$ cat src/cbu_pkg.sv
package cbu_pkg;
	localparam int          WORD_W       = 32;
	localparam int          IMM_W        = 16;
	localparam int          REG_ADDR_W   = 5;
	localparam int          NUM_REGS     = 32;
	// Opcode sits in the most significant six bits (bit 0 is the MSB in the printed order)
	localparam logic [5:0]  OPC_REG_FORM = 6'h27;
	localparam logic [5:0]  OPC_IMM_FORM = 6'h2F;
	localparam logic [5:0]  OPC_IMM_PFX  = 6'h2C;
	localparam int          OPC_HI       = 31;
	localparam int          OPC_LO       = 26;
	localparam int          DELAY_BIT    = 25;
	localparam int          COND_HI      = 24;
	localparam int          COND_LO      = 21;
	localparam int          SRC_HI       = 20;
	localparam int          SRC_LO       = 16;
	localparam int          OFS_HI       = 15;
	localparam int          OFS_LO       = 11;
	localparam int          RSV_HI       = 10;
	localparam int          RSV_LO       = 0;
	localparam logic [3:0]  COND_NE      = 4'h1;
	localparam logic [3:0]  COND_LT      = 4'h2;
	localparam logic [3:0]  COND_LE      = 4'h3;
	localparam logic [3:0]  COND_GT      = 4'h4;
	localparam logic [31:0] PC_STEP      = 32'h0000_0004;
	localparam logic [31:0] PC_RESET     = 32'h0000_0000;
	localparam logic [1:0]  LAT_TAKEN_D  = 2'h2;
	localparam logic [1:0]  LAT_TAKEN_ND = 2'h3;
	typedef enum logic [2:0] {
		ST_IDLE  = 3'b001,
		ST_SLOT  = 3'b010,
		ST_FLUSH = 3'b100
	} seq_state_e;
endpackage

$ cat src/cbu_regfile.sv
`timescale 1ns/100ps
// Two read ports; read data come out of registers, one cycle after the address
module cbu_regfile #(
	parameter int WIDTH = 32,
	parameter int DEPTH = 32,
	parameter int AW    = 5
) (
	input  wire logic             clk_i,
	input  wire logic             we_i,
	input  wire logic [AW-1:0]    waddr_i,
	input  wire logic [WIDTH-1:0] wdata_i,
	input  wire logic [AW-1:0]    raddr_a_i,
	input  wire logic [AW-1:0]    raddr_b_i,
	output logic      [WIDTH-1:0] rdata_a_o,
	output logic      [WIDTH-1:0] rdata_b_o
);
	logic [WIDTH-1:0] mem [DEPTH];

	always_ff @(posedge clk_i) begin
		if (we_i) begin
			mem[waddr_i] <= wdata_i;
		end
	end

	always_ff @(posedge clk_i) begin
		rdata_a_o <= mem[raddr_a_i];
		rdata_b_o <= mem[raddr_b_i];
	end
endmodule

$ cat src/cbu_cond_eval.sv
`timescale 1ns/100ps
// Compare-with-zero on a signed word; combinational
module cbu_cond_eval (
	input  wire logic [3:0]  cond_i,
	input  wire logic [31:0] value_i,
	output logic             take_o,
	output logic             legal_o
);
	logic is_zero;
	logic is_neg;

	assign is_zero = (value_i == 32'h0000_0000);
	assign is_neg  = value_i[31];

	always_comb begin
		take_o  = 1'b0;
		legal_o = 1'b1;
		case (cond_i)
			cbu_pkg::COND_GT: take_o = !is_neg && !is_zero;
			cbu_pkg::COND_LE: take_o = is_neg || is_zero;
			cbu_pkg::COND_LT: take_o = is_neg;
			cbu_pkg::COND_NE: take_o = !is_zero;
			default:          legal_o = 1'b0;
		endcase
	end
endmodule

$ cat src/conditional_branch_unit.sv
`timescale 1ns/100ps
// Issue protocol: INSTR_VALID_I presents one instruction with its program counter.
// The word is decoded at once; source and offset registers are read from the
// local register copy, so the answer appears two cycles later on DONE_O.
// Bit numbering in the plain comments above is the big-endian printed order.
module conditional_branch_unit #(
	parameter int WIDTH = 32
) (
	input  wire logic             CLK_I,
	input  wire logic             ARST_N_I,
	input  wire logic             INSTR_VALID_I,
	input  wire logic [WIDTH-1:0] INSTR_I,
	input  wire logic [WIDTH-1:0] INSTR_PC_I,
	input  wire logic             PREDICT_TAKEN_I,
	input  wire logic             RF_WE_I,
	input  wire logic [4:0]       RF_WADDR_I,
	input  wire logic [WIDTH-1:0] RF_WDATA_I,
	output logic                  READY_O,
	output logic                  DONE_O,
	output logic                  IS_BRANCH_O,
	output logic                  TAKEN_O,
	output logic                  PC_WE_O,
	output logic      [WIDTH-1:0] NEXT_PC_O,
	output logic                  SLOT_EXEC_O,
	output logic                  FLUSH_O,
	output logic                  MISPREDICT_O,
	output logic      [1:0]       LATENCY_O
);
	cbu_pkg::seq_state_e state;
	cbu_pkg::seq_state_e next_state;

	logic [5:0]       opc;
	logic             is_reg_form;
	logic             is_imm_form;
	logic             is_prefix;
	logic             dec_branch;
	logic [15:0]      prefix_hi;
	logic             prefix_armed;
	logic             accept;

	// Decode stage registers
	logic             d_valid;
	logic             d_reg_form;
	logic             d_delay;
	logic [3:0]       d_cond;
	logic [WIDTH-1:0] d_pc;
	logic [WIDTH-1:0] d_imm_ext;
	logic             d_predict;
	logic             d_branch;

	logic [WIDTH-1:0] src_val;
	logic [WIDTH-1:0] ofs_val;
	logic             cond_take;
	logic             cond_legal;
	logic             take;
	logic [WIDTH-1:0] offset;
	logic [WIDTH-1:0] target;
	logic             mispredict;
	logic [1:0]       lat;
	logic [1:0]       wait_cnt;
	logic [1:0]       next_wait;

	assign opc         = INSTR_I[cbu_pkg::OPC_HI:cbu_pkg::OPC_LO];
	assign is_prefix   = (opc == cbu_pkg::OPC_IMM_PFX);
	assign is_imm_form = (opc == cbu_pkg::OPC_IMM_FORM);
	assign is_reg_form = (opc == cbu_pkg::OPC_REG_FORM)
		&& (INSTR_I[cbu_pkg::RSV_HI:cbu_pkg::RSV_LO] == 11'h000);
	assign dec_branch  = is_imm_form || is_reg_form;

	// New work is held off while a word is in decode or the pipeline waits out a mispredicted branch or a taken one not predicted taken
	assign READY_O = (state == cbu_pkg::ST_IDLE) && !d_valid;
	assign accept  = INSTR_VALID_I && READY_O;

	cbu_regfile #(
		.WIDTH (WIDTH),
		.DEPTH (cbu_pkg::NUM_REGS),
		.AW    (cbu_pkg::REG_ADDR_W)
	) u_regs (
		.clk_i     (CLK_I),
		.we_i      (RF_WE_I),
		.waddr_i   (RF_WADDR_I),
		.wdata_i   (RF_WDATA_I),
		.raddr_a_i (INSTR_I[cbu_pkg::SRC_HI:cbu_pkg::SRC_LO]),
		.raddr_b_i (INSTR_I[cbu_pkg::OFS_HI:cbu_pkg::OFS_LO]),
		.rdata_a_o (src_val),
		.rdata_b_o (ofs_val)
	);

	cbu_cond_eval u_cond (
		.cond_i  (d_cond),
		.value_i (src_val),
		.take_o  (cond_take),
		.legal_o (cond_legal)
	);

	// Prefix is honoured only when the very next accepted instruction follows it
	always_ff @(posedge CLK_I or negedge ARST_N_I) begin
		if (!ARST_N_I) begin
			prefix_armed <= 1'b0;
			prefix_hi    <= 16'h0000;
		end else if (accept) begin
			prefix_armed <= is_prefix;
			prefix_hi    <= INSTR_I[cbu_pkg::IMM_W-1:0];
		end
	end

	always_ff @(posedge CLK_I or negedge ARST_N_I) begin
		if (!ARST_N_I) begin
			d_valid    <= 1'b0;
			d_branch   <= 1'b0;
			d_reg_form <= 1'b0;
			d_delay    <= 1'b0;
			d_cond     <= 4'h0;
			d_pc       <= cbu_pkg::PC_RESET;
			d_imm_ext  <= 32'h0000_0000;
			d_predict  <= 1'b0;
		end else begin
			d_valid <= accept;
			if (accept) begin
				d_branch   <= dec_branch;
				d_reg_form <= is_reg_form;
				d_delay    <= INSTR_I[cbu_pkg::DELAY_BIT];
				d_cond     <= INSTR_I[cbu_pkg::COND_HI:cbu_pkg::COND_LO];
				d_pc       <= INSTR_PC_I;
				d_predict  <= PREDICT_TAKEN_I && is_imm_form;
				if (prefix_armed) begin
					d_imm_ext <= {prefix_hi, INSTR_I[cbu_pkg::IMM_W-1:0]};
				end else begin
					d_imm_ext <= {{cbu_pkg::IMM_W{INSTR_I[cbu_pkg::IMM_W-1]}},
						INSTR_I[cbu_pkg::IMM_W-1:0]};
				end
			end
		end
	end

	// Execute: condition and target
	assign take   = d_branch && cond_legal && cond_take;
	assign offset = d_reg_form ? ofs_val : d_imm_ext;
	assign target = take ? (d_pc + offset) : (d_pc + cbu_pkg::PC_STEP);
	// A correct prediction only helps the immediate form
	assign mispredict = d_branch && !d_reg_form && (d_predict != take);

	always_comb begin
		lat = 2'h1;
		if (d_branch) begin
			if (!d_reg_form && d_predict && take) begin
				lat = 2'h1;
			end else if (take && d_delay) begin
				lat = cbu_pkg::LAT_TAKEN_D;
			end else if (take || mispredict) begin
				lat = cbu_pkg::LAT_TAKEN_ND;
			end
		end
	end

	always_comb begin
		next_state = state;
		next_wait  = wait_cnt;
		case (state)
			cbu_pkg::ST_IDLE: begin
				if (d_valid && lat != 2'h1) begin
					next_wait = lat - 2'h1;
					if (take && d_delay) begin
						next_state = cbu_pkg::ST_SLOT;
					end else begin
						next_state = cbu_pkg::ST_FLUSH;
					end
				end
			end
			cbu_pkg::ST_SLOT, cbu_pkg::ST_FLUSH: begin
				next_wait = wait_cnt - 2'h1;
				if (wait_cnt == 2'h1) begin
					next_state = cbu_pkg::ST_IDLE;
				end
			end
			default: begin
				next_state = cbu_pkg::ST_IDLE;
				next_wait  = 2'h0;
			end
		endcase
	end

	always_ff @(posedge CLK_I or negedge ARST_N_I) begin
		if (!ARST_N_I) begin
			state    <= cbu_pkg::ST_IDLE;
			wait_cnt <= 2'h0;
		end else begin
			state    <= next_state;
			wait_cnt <= next_wait;
		end
	end

	// Result registers; only the program counter is written back
	always_ff @(posedge CLK_I or negedge ARST_N_I) begin
		if (!ARST_N_I) begin
			DONE_O       <= 1'b0;
			IS_BRANCH_O  <= 1'b0;
			TAKEN_O      <= 1'b0;
			PC_WE_O      <= 1'b0;
			NEXT_PC_O    <= cbu_pkg::PC_RESET;
			MISPREDICT_O <= 1'b0;
			LATENCY_O    <= 2'h0;
		end else begin
			DONE_O       <= d_valid;
			IS_BRANCH_O  <= d_valid && d_branch;
			TAKEN_O      <= d_valid && take;
			PC_WE_O      <= d_valid && d_branch;
			MISPREDICT_O <= d_valid && mispredict;
			if (d_valid) begin
				NEXT_PC_O <= target;
				LATENCY_O <= lat;
			end
		end
	end

	// Slot and flush flags pulse once with the result: slot for any taken branch with the delay bit, flush for latency three
	always_ff @(posedge CLK_I or negedge ARST_N_I) begin
		if (!ARST_N_I) begin
			SLOT_EXEC_O <= 1'b0;
			FLUSH_O     <= 1'b0;
		end else begin
			SLOT_EXEC_O <= d_valid && take && d_delay;
			FLUSH_O     <= d_valid && d_branch && (lat == cbu_pkg::LAT_TAKEN_ND);
		end
	end
endmodule

$ cat config.mk
export PLATFORM = sky130hd
export DESIGN_NAME = conditional_branch_unit
export DESIGN_NICKNAME = d
export VERILOG_FILES = /design/src/cbu_pkg.sv /design/src/cbu_regfile.sv /design/src/cbu_cond_eval.sv /design/src/conditional_branch_unit.sv
export SDC_FILE = /design/constraint.sdc
export NUM_CORES = 2
export LEC_CHECK = 0
export BUFFER_PORTS_ARGS = -buffer_cell sky130_fd_sc_hd__buf_2
export CORE_UTILIZATION = 35
export DETAILED_ROUTE_END_ITERATION = 10
export PLACE_DENSITY = 0.57
export SLEW_MARGIN = 10
export SYNTH_ARGS = -nofsm -noshare
export SYNTH_HDL_FRONTEND = slang
export SYNTH_SLANG_ARGS = --single-unit
$ cat constraint.sdc
create_clock -name CLK_I -period 10.91 [get_ports CLK_I]
set_clock_uncertainty 0.15 [all_clocks]
set_input_delay 0.5455 -clock CLK_I [delete_from_list [all_inputs] [get_ports CLK_I]]
set_output_delay 0.5455 -clock CLK_I [all_outputs]
set_load 0.01 [all_outputs]
Word-level counts from Yosys, hierarchy flattened. Memories as Yosys holds them, arrays and structs flattened. A register that Yosys moved wholly into a read port is not among the register bits. Index checks and enable logic that the tools add are counted.

Memories kept: 1. Output and inout port bits: 42. Bits in latches: 0. Register bits after elaboration: 135. Bits in read-only memories: 0. Bits of input ports: 106. Memory bits (writable): 1024. Word-level logic and storage cells: 88.

Shifts and indexed selects: 0. Divide/modulo/power cells: 0. Reductions and logical operators: 30. Bitwise logic cells: 0. Add/subtract/negate cells: 4. Magnitude comparators: 0. Multiply operators: 0. Eq/ne operators: 16. Mux-type cells: 17.

Memories: u_regs.mem (depth 32, width 32, read ports 2, clocked after memory_dff 2, wr ports 1, line cbu_regfile.sv:17) `logic [WIDTH-1:0] mem [DEPTH];`.

Operator list (number): 2-to-1 mux 32 bit (3); adder 32 x 3 -> 32 bit, second input constant (1); adder 32 bit (1); logical NOT 32 bit (1); == test 6 bit, second input constant (3); logical AND 1 bit (18); logical NOT 11 bit (1); 2-to-1 mux 2 bit (5); 2-to-1 mux 3 bit (3); == test 4 x 2 -> 1 bit, second input constant (2); case mux 3 bit (2 select lines) (1); == test 4 x 1 -> 1 bit, second input constant (1); == test 4 x 3 -> 1 bit, second input constant (1); logical NOT 1 bit (4); inequality test 2 x 1 -> 1 bit, second input constant (2); case mux 1 bit (4 select lines) (1); case mux 2 bit (2 select lines) (1); OR reduction 4 bit (1); subtractor 2 x 1 -> 2 bit, second input constant (2); == test 3 x 1 -> 1 bit, second input constant (1); == test 3 x 2 -> 1 bit, second input constant (1); == test 3 bit, second input constant (1); logical OR 1 bit (3); 2-to-1 mux 1 bit (3); 6 further kinds (6).

Longest topological paths before layout.
Depth after elaboration: 16. Depth in mapped cells: 14. Depth with buffers taken out: 13.

Hierarchy. A second synthesis with hierarchy kept.

Cell total of the unflattened synthesis: 4378. Area total of the unflattened synthesis: 57880.5 um2.

Modules (own cells, without submodules): cbu_regfile (seq. area each 32030.7 um2, cells each 3450, times used 1, area an instance 50070.5 um2); conditional_branch_unit (seq. area each 2979.1 um2, cells each 908, times used 1, area an instance 7676.1 um2); cbu_cond_eval (seq. area each 0.0 um2, cells each 20, times used 1, area an instance 133.9 um2).

Worst setup path after synthesis. OpenSTA, ideal clock, no wires.

Path type: reg2reg. Start point: register d_reg_form. End point: register NEXT_PC_O[31]. Required time: 10636 ps. Library setup time: 124 ps. Path buffers: 2. Cell stages (with the launch flop): 14. Clock period less this slack: 3539 ps. Slack: 7371 ps. Arrival: 3266 ps. Cells stage by stage: dfrtp_1 -> clkbuf_1 -> clkbuf_1 -> mux2_2 -> ha_1 -> a211oi_1 -> o21ai_1 -> a221o_1 -> nor2b_4 -> o31ai_2 -> nand2_1 -> a221oi_2 -> mux2i_1 -> a211o_1.

Cells in the longest elaborated chain, start to end: 3.

RTL lines: from (decl) (line conditional_branch_unit.sv:43) `logic d_reg_form;`; from (signal assigned) (line conditional_branch_unit.sv:121) `d_reg_form <= is_reg_form;`; 2-to-1 mux 32 bit (line conditional_branch_unit.sv:138) `assign offset = d_reg_form ? ofs_val : d_imm_ext;`; adder 32 bit (line conditional_branch_unit.sv:139) `assign target = take ? (d_pc + offset) : (d_pc + cbu_pkg::PC_STEP);`; 2-to-1 mux 32 bit (line conditional_branch_unit.sv:139); to (signal assigned) (line conditional_branch_unit.sv:200) `NEXT_PC_O <= cbu_pkg::PC_RESET;`; to (signal assigned) (line conditional_branch_unit.sv:210) `NEXT_PC_O <= target;`; to (decl) (line conditional_branch_unit.sv:23) `output logic [WIDTH-1:0] NEXT_PC_O,`.

Every way passes these cells. A chain may end at the register's enable or synchronous reset.

Final worst setup path.
Start point: register u_regs.rdata_a_o[9] (read register of u_regs.mem). End point: register state[2].

Elaborated cells on any way between the ends: 22. Classes of those cells: 3 x eq/ne; 8 x mux; 11 x reduce/logical.

RTL lines: from (decl) (line cbu_regfile.sv:14) `output logic [WIDTH-1:0] rdata_a_o,`; logical NOT 32 bit (*) (line cbu_cond_eval.sv:12) `assign is_zero = (value_i == 32'h0000_0000);`; logical NOT 1 bit (line cbu_cond_eval.sv:19, cbu_cond_eval.sv:22); logical AND 1 bit (line cbu_cond_eval.sv:19) `cbu_pkg::COND_GT: take_o = !is_neg && !is_zero;`; case mux 1 bit (4 select lines) (*) (line cbu_cond_eval.sv:18) `case (cond_i)`; logical AND 1 bit (*) (line conditional_branch_unit.sv:137) `assign take = d_branch && cond_legal && cond_take;`; logical AND 1 bit (line conditional_branch_unit.sv:148) `end else if (take && d_delay) begin`; 2-to-1 mux 2 bit (line conditional_branch_unit.sv:148); 2-to-1 mux 2 bit (*) (line conditional_branch_unit.sv:146) `if (!d_reg_form && d_predict && take) begin`; 2-to-1 mux 2 bit (*) (line conditional_branch_unit.sv:145) `if (d_branch) begin`; named net lat[0] (line conditional_branch_unit.sv:59) `logic [1:0] lat;`; inequality test 2 x 1 -> 1 bit (*) (line conditional_branch_unit.sv:161) `if (d_valid && lat != 2'h1) begin`; logical AND 1 bit (*) (line conditional_branch_unit.sv:161); inequality test 2 x 1 -> 1 bit (no line) (*); AND reduction 2 bit (no line) (*); to (signal assigned) (line conditional_branch_unit.sv:185) `state <= cbu_pkg::ST_IDLE;`; to (signal assigned) (line conditional_branch_unit.sv:188) `state <= next_state;`; to (decl) (line conditional_branch_unit.sv:29) `cbu_pkg::seq_state_e state;`.

The timed path passes the listed nets; every way through them passes the cells marked *. The select of a mux whose other input is x is not followed.

==> flow_metrics.tcl <==
set metrics [dict create \
    start_util_pct 35.4 \
    status "finished, final reports clean" \
    via_per_inst 5.75 \
    timing.final.hold_violations 0 \
    p_sw_mw 3.26 \
    drt-met1-wl_um 67800 \
    vias 30100 \
    cp_max_fo 58 \
    tightest_slew_ns 1.03 \
    critical_path.slowest_cell "nor4_1" \
    pwr-share-clk_pct 37.3 \
    highest_layer "met5" \
    ys_ff_latch 1207 \
    cts_inserted_buffers 130 \
    setup_tns_ns 0 \
    power_mw 12.1 \
    fin_crit_ns 4.52 \
    crit_path_start_kind "flip-flop" \
    grt_pass1_vias 30800 \
    cts-root-buf "clkbuf_16" \
    dpl.hpwl_um 82500 \
    core_area_sq_um 157000 \
    synth_top_area_cell "edfxtp_1" \
    crit_chain "nor4_1, nand4_1, nor2_1, mux2i_1, a21oi_4, buf_4, and2_1, nand2_1, ha_1, o21ai_1, nand2_1, nor3_1, a21oi_1, nor2_1" \
    antenna_found_initial 16 \
    crit_path_max_incr_delay_ns 0.82 \
    clock_sinks 1207 \
    gp_congestion 0.792 \
    max-cap-violations 0 \
    peakVddDrop_mv 0.157 \
    synth_top_area_share_pct 55.4 \
    syn-cell-area_sq_um 55500 \
    syn_to_final_growth_pct 14.8 \
    avgSynthCellArea_sq_um 19.3 \
    cts_resized 0 \
    grt_max_degree 133 \
    ys.flop_type "edfxtp_1" \
    port_buffers 147 \
    cp_num_buf_inv 1 \
    cts_max_level 4 \
    wire_per_inst_um 29.9 \
    synth_cells 2875 \
    p_per_area_nw_per_um2 190 \
    final_cells 5235 \
    placed_cells 4942 \
    wl_met2_um 71900 \
    cts_max_path_buffers 3 \
    dieArea_sq_um 160000 \
    synth_nets 3017 \
    whs_path_depth 5 \
    hold_path_class "in -> reg" \
    clk_pin_slew_ns 0.06 \
    ys_warn_count 0 \
    critPathRequiredTime_ns 11.43 \
    slew_headroom_pct 31.6 \
    nets 3210 \
    cts_setup_buffers 0 \
    r2r_cells 14 \
    overflow 0 \
    drt-pass1-iter-count 5 \
    crit_family "simple AND/OR/NAND/NOR gates" \
    dr_wl_met3_um 13500 \
    seqPwrFrac_pct 45.8 \
    grtUsageTotal_pct 19.7 \
    synth_sequential_area_ratio_pct 63.1 \
    ant_nets 0 \
    max_freq_mhz 221 \
    drc_errors 0 \
    worstSetupPathType "reg -> reg" \
    die_x_um 400 \
    rsz0062_at_grt "false" \
    finalMaxSlewViolations 0 \
    worst_setup_path_end_kind "flip-flop" \
    synth_edf_count 1024 \
    num_io_pins 148 \
    grt_pass1_wl_um 222000 \
    ys_types 62 \
    cts_tree "done" \
    clock_latency_ns 0.76 \
    drt_iter0_drc 3151 \
    p_sw_share_pct 26.9 \
    async_flop_share_pct 9.86 \
    drive_above_1_share_pct 37.6 \
    yosys-top-cells-area "edfxtp_1, mux4_2, dfrtp_1, dfxtp_1, mux2_2" \
    fp.dieH_um 400 \
    leakage_nw 20.9 \
    fin_crit_sh_pct 41.4 \
    setup_viol 0 \
    worstPathArrival_ns 5.04 \
    cts_hold_buffers 52 \
    p_int_mw 8.86 \
    p_comb_share_pct 16.9 \
    rows 145 \
    wirelength_um 157000 \
    crit_cells 14 \
]
-- cell usage after synthesis (all sizes together), types with 30 or more instances --
cell type,instances
buf,72
edfxtp,1024
clkbuf,123
nand2,212
xnor2,30
a21oi,76
dfxtp,64
nor2,109
mux4,640
o21ai,46
dfrtp,118
ha,35
mux2,99
-- metrics by stage --
step	area, sq um	hold WS (ns)	utilization (%)	setup slack [ns]
floorplan	55500	0.0999	-	7.37
global placement	58700	0.308	37.5	6.31
detailed placement	58700	0.319	37.5	6.39
CTS	63700	0.0312	40.6	6.59
global route	63700	0.0541	40.6	6.18
finish	63700	0.0786	40.6	6.39
-- state kept, by name, summed over array words and instances, names as in the netlist, 3 cells and up --
signal            flops
u_regs.mem         1024
NEXT_PC_O            32
d_pc                 32
u_regs.rdata_a_o     32
u_regs.rdata_b_o     32
d_imm_ext            17
prefix_hi            15
d_cond                4
state                 3
-- worst paths after layout --
check	start	to	slack [ns]
setup reg to reg	u_regs.rdata_a_o[9]	state[2]	6.39
hold / removal	INSTR_I[26]	d_predict	0.08
min in group asynchronous	ARST_N_I	NEXT_PC_O[14]	0.22
max in group asynchronous	ARST_N_I	NEXT_PC_O[27]	8.94
setup / recovery	u_regs.rdata_a_o[9]	state[2]	6.39
hold reg to reg	d_imm_ext[21]	d_imm_ext[21]	0.33
-- layer usage --
layer / track usage, % / vias up
met3: 5.29 / 230
met4: 5.15 / 10
met1: 28.0 / 16200
met2: 30.1 / 1264
li1: - / 12400
met5: 0 / -
-- power by group through the flow --
stage	combinational, mW	clock (mW)	sequential, mW
after global routing	2.27	4.78	5.58
final	2.05	4.52	5.55
after floorplan	1.46	0	5.55
after detailed placement	2.03	0	5.64
after global placement	2.03	0	5.64
after CTS	2.06	4.61	5.55
-- worst reg2reg max path, cell delays in order (launching register included) --
cell and delay, ns:
dfxtp_1 0.30, nor4_1 0.82, nand4_1 0.58, nor2_1 0.32, mux2i_1 0.17, a21oi_4 0.17, buf_4 0.51, and2_1 0.32
nand2_1 0.11, ha_1 0.21, o21ai_1 0.36, nand2_1 0.10, nor3_1 0.15, a21oi_1 0.06, nor2_1 0.11
-- cell type report --
type,instances,area (sq um)
fill,13900,93100
sequential,1207,35000
multi-input combinational,1453,19800
clock buffer,184,3750
tap,2058,2570
timing repair buffer,256,1770
clock inverter,54,654
inverter,20,75.1
antenna,3,7.51
-- cell families after synthesis --
family,synth area share (%)
muxes,28.2
buffers and inverters,1.60
and+or+nand+nor,3.44
adders and majority gates,0.826
xor gates and xnor gates,0.853
DFF,63.1
AOI/OAI and AO/OA,1.98
-- placed cells by master, fill, tap and decap left out, types with 64 or more instances in the layout --
cell       count
buf_2        138
mux4_2       640
nand2_1      211
dfxtp_1       64
dfrtp_1      116
clkbuf_16    133
mux2_2        99
a21oi_1       74
edfxtp_1    1024
nor2_1        77
No activity file was read; power rests on OpenSTA's default activity.
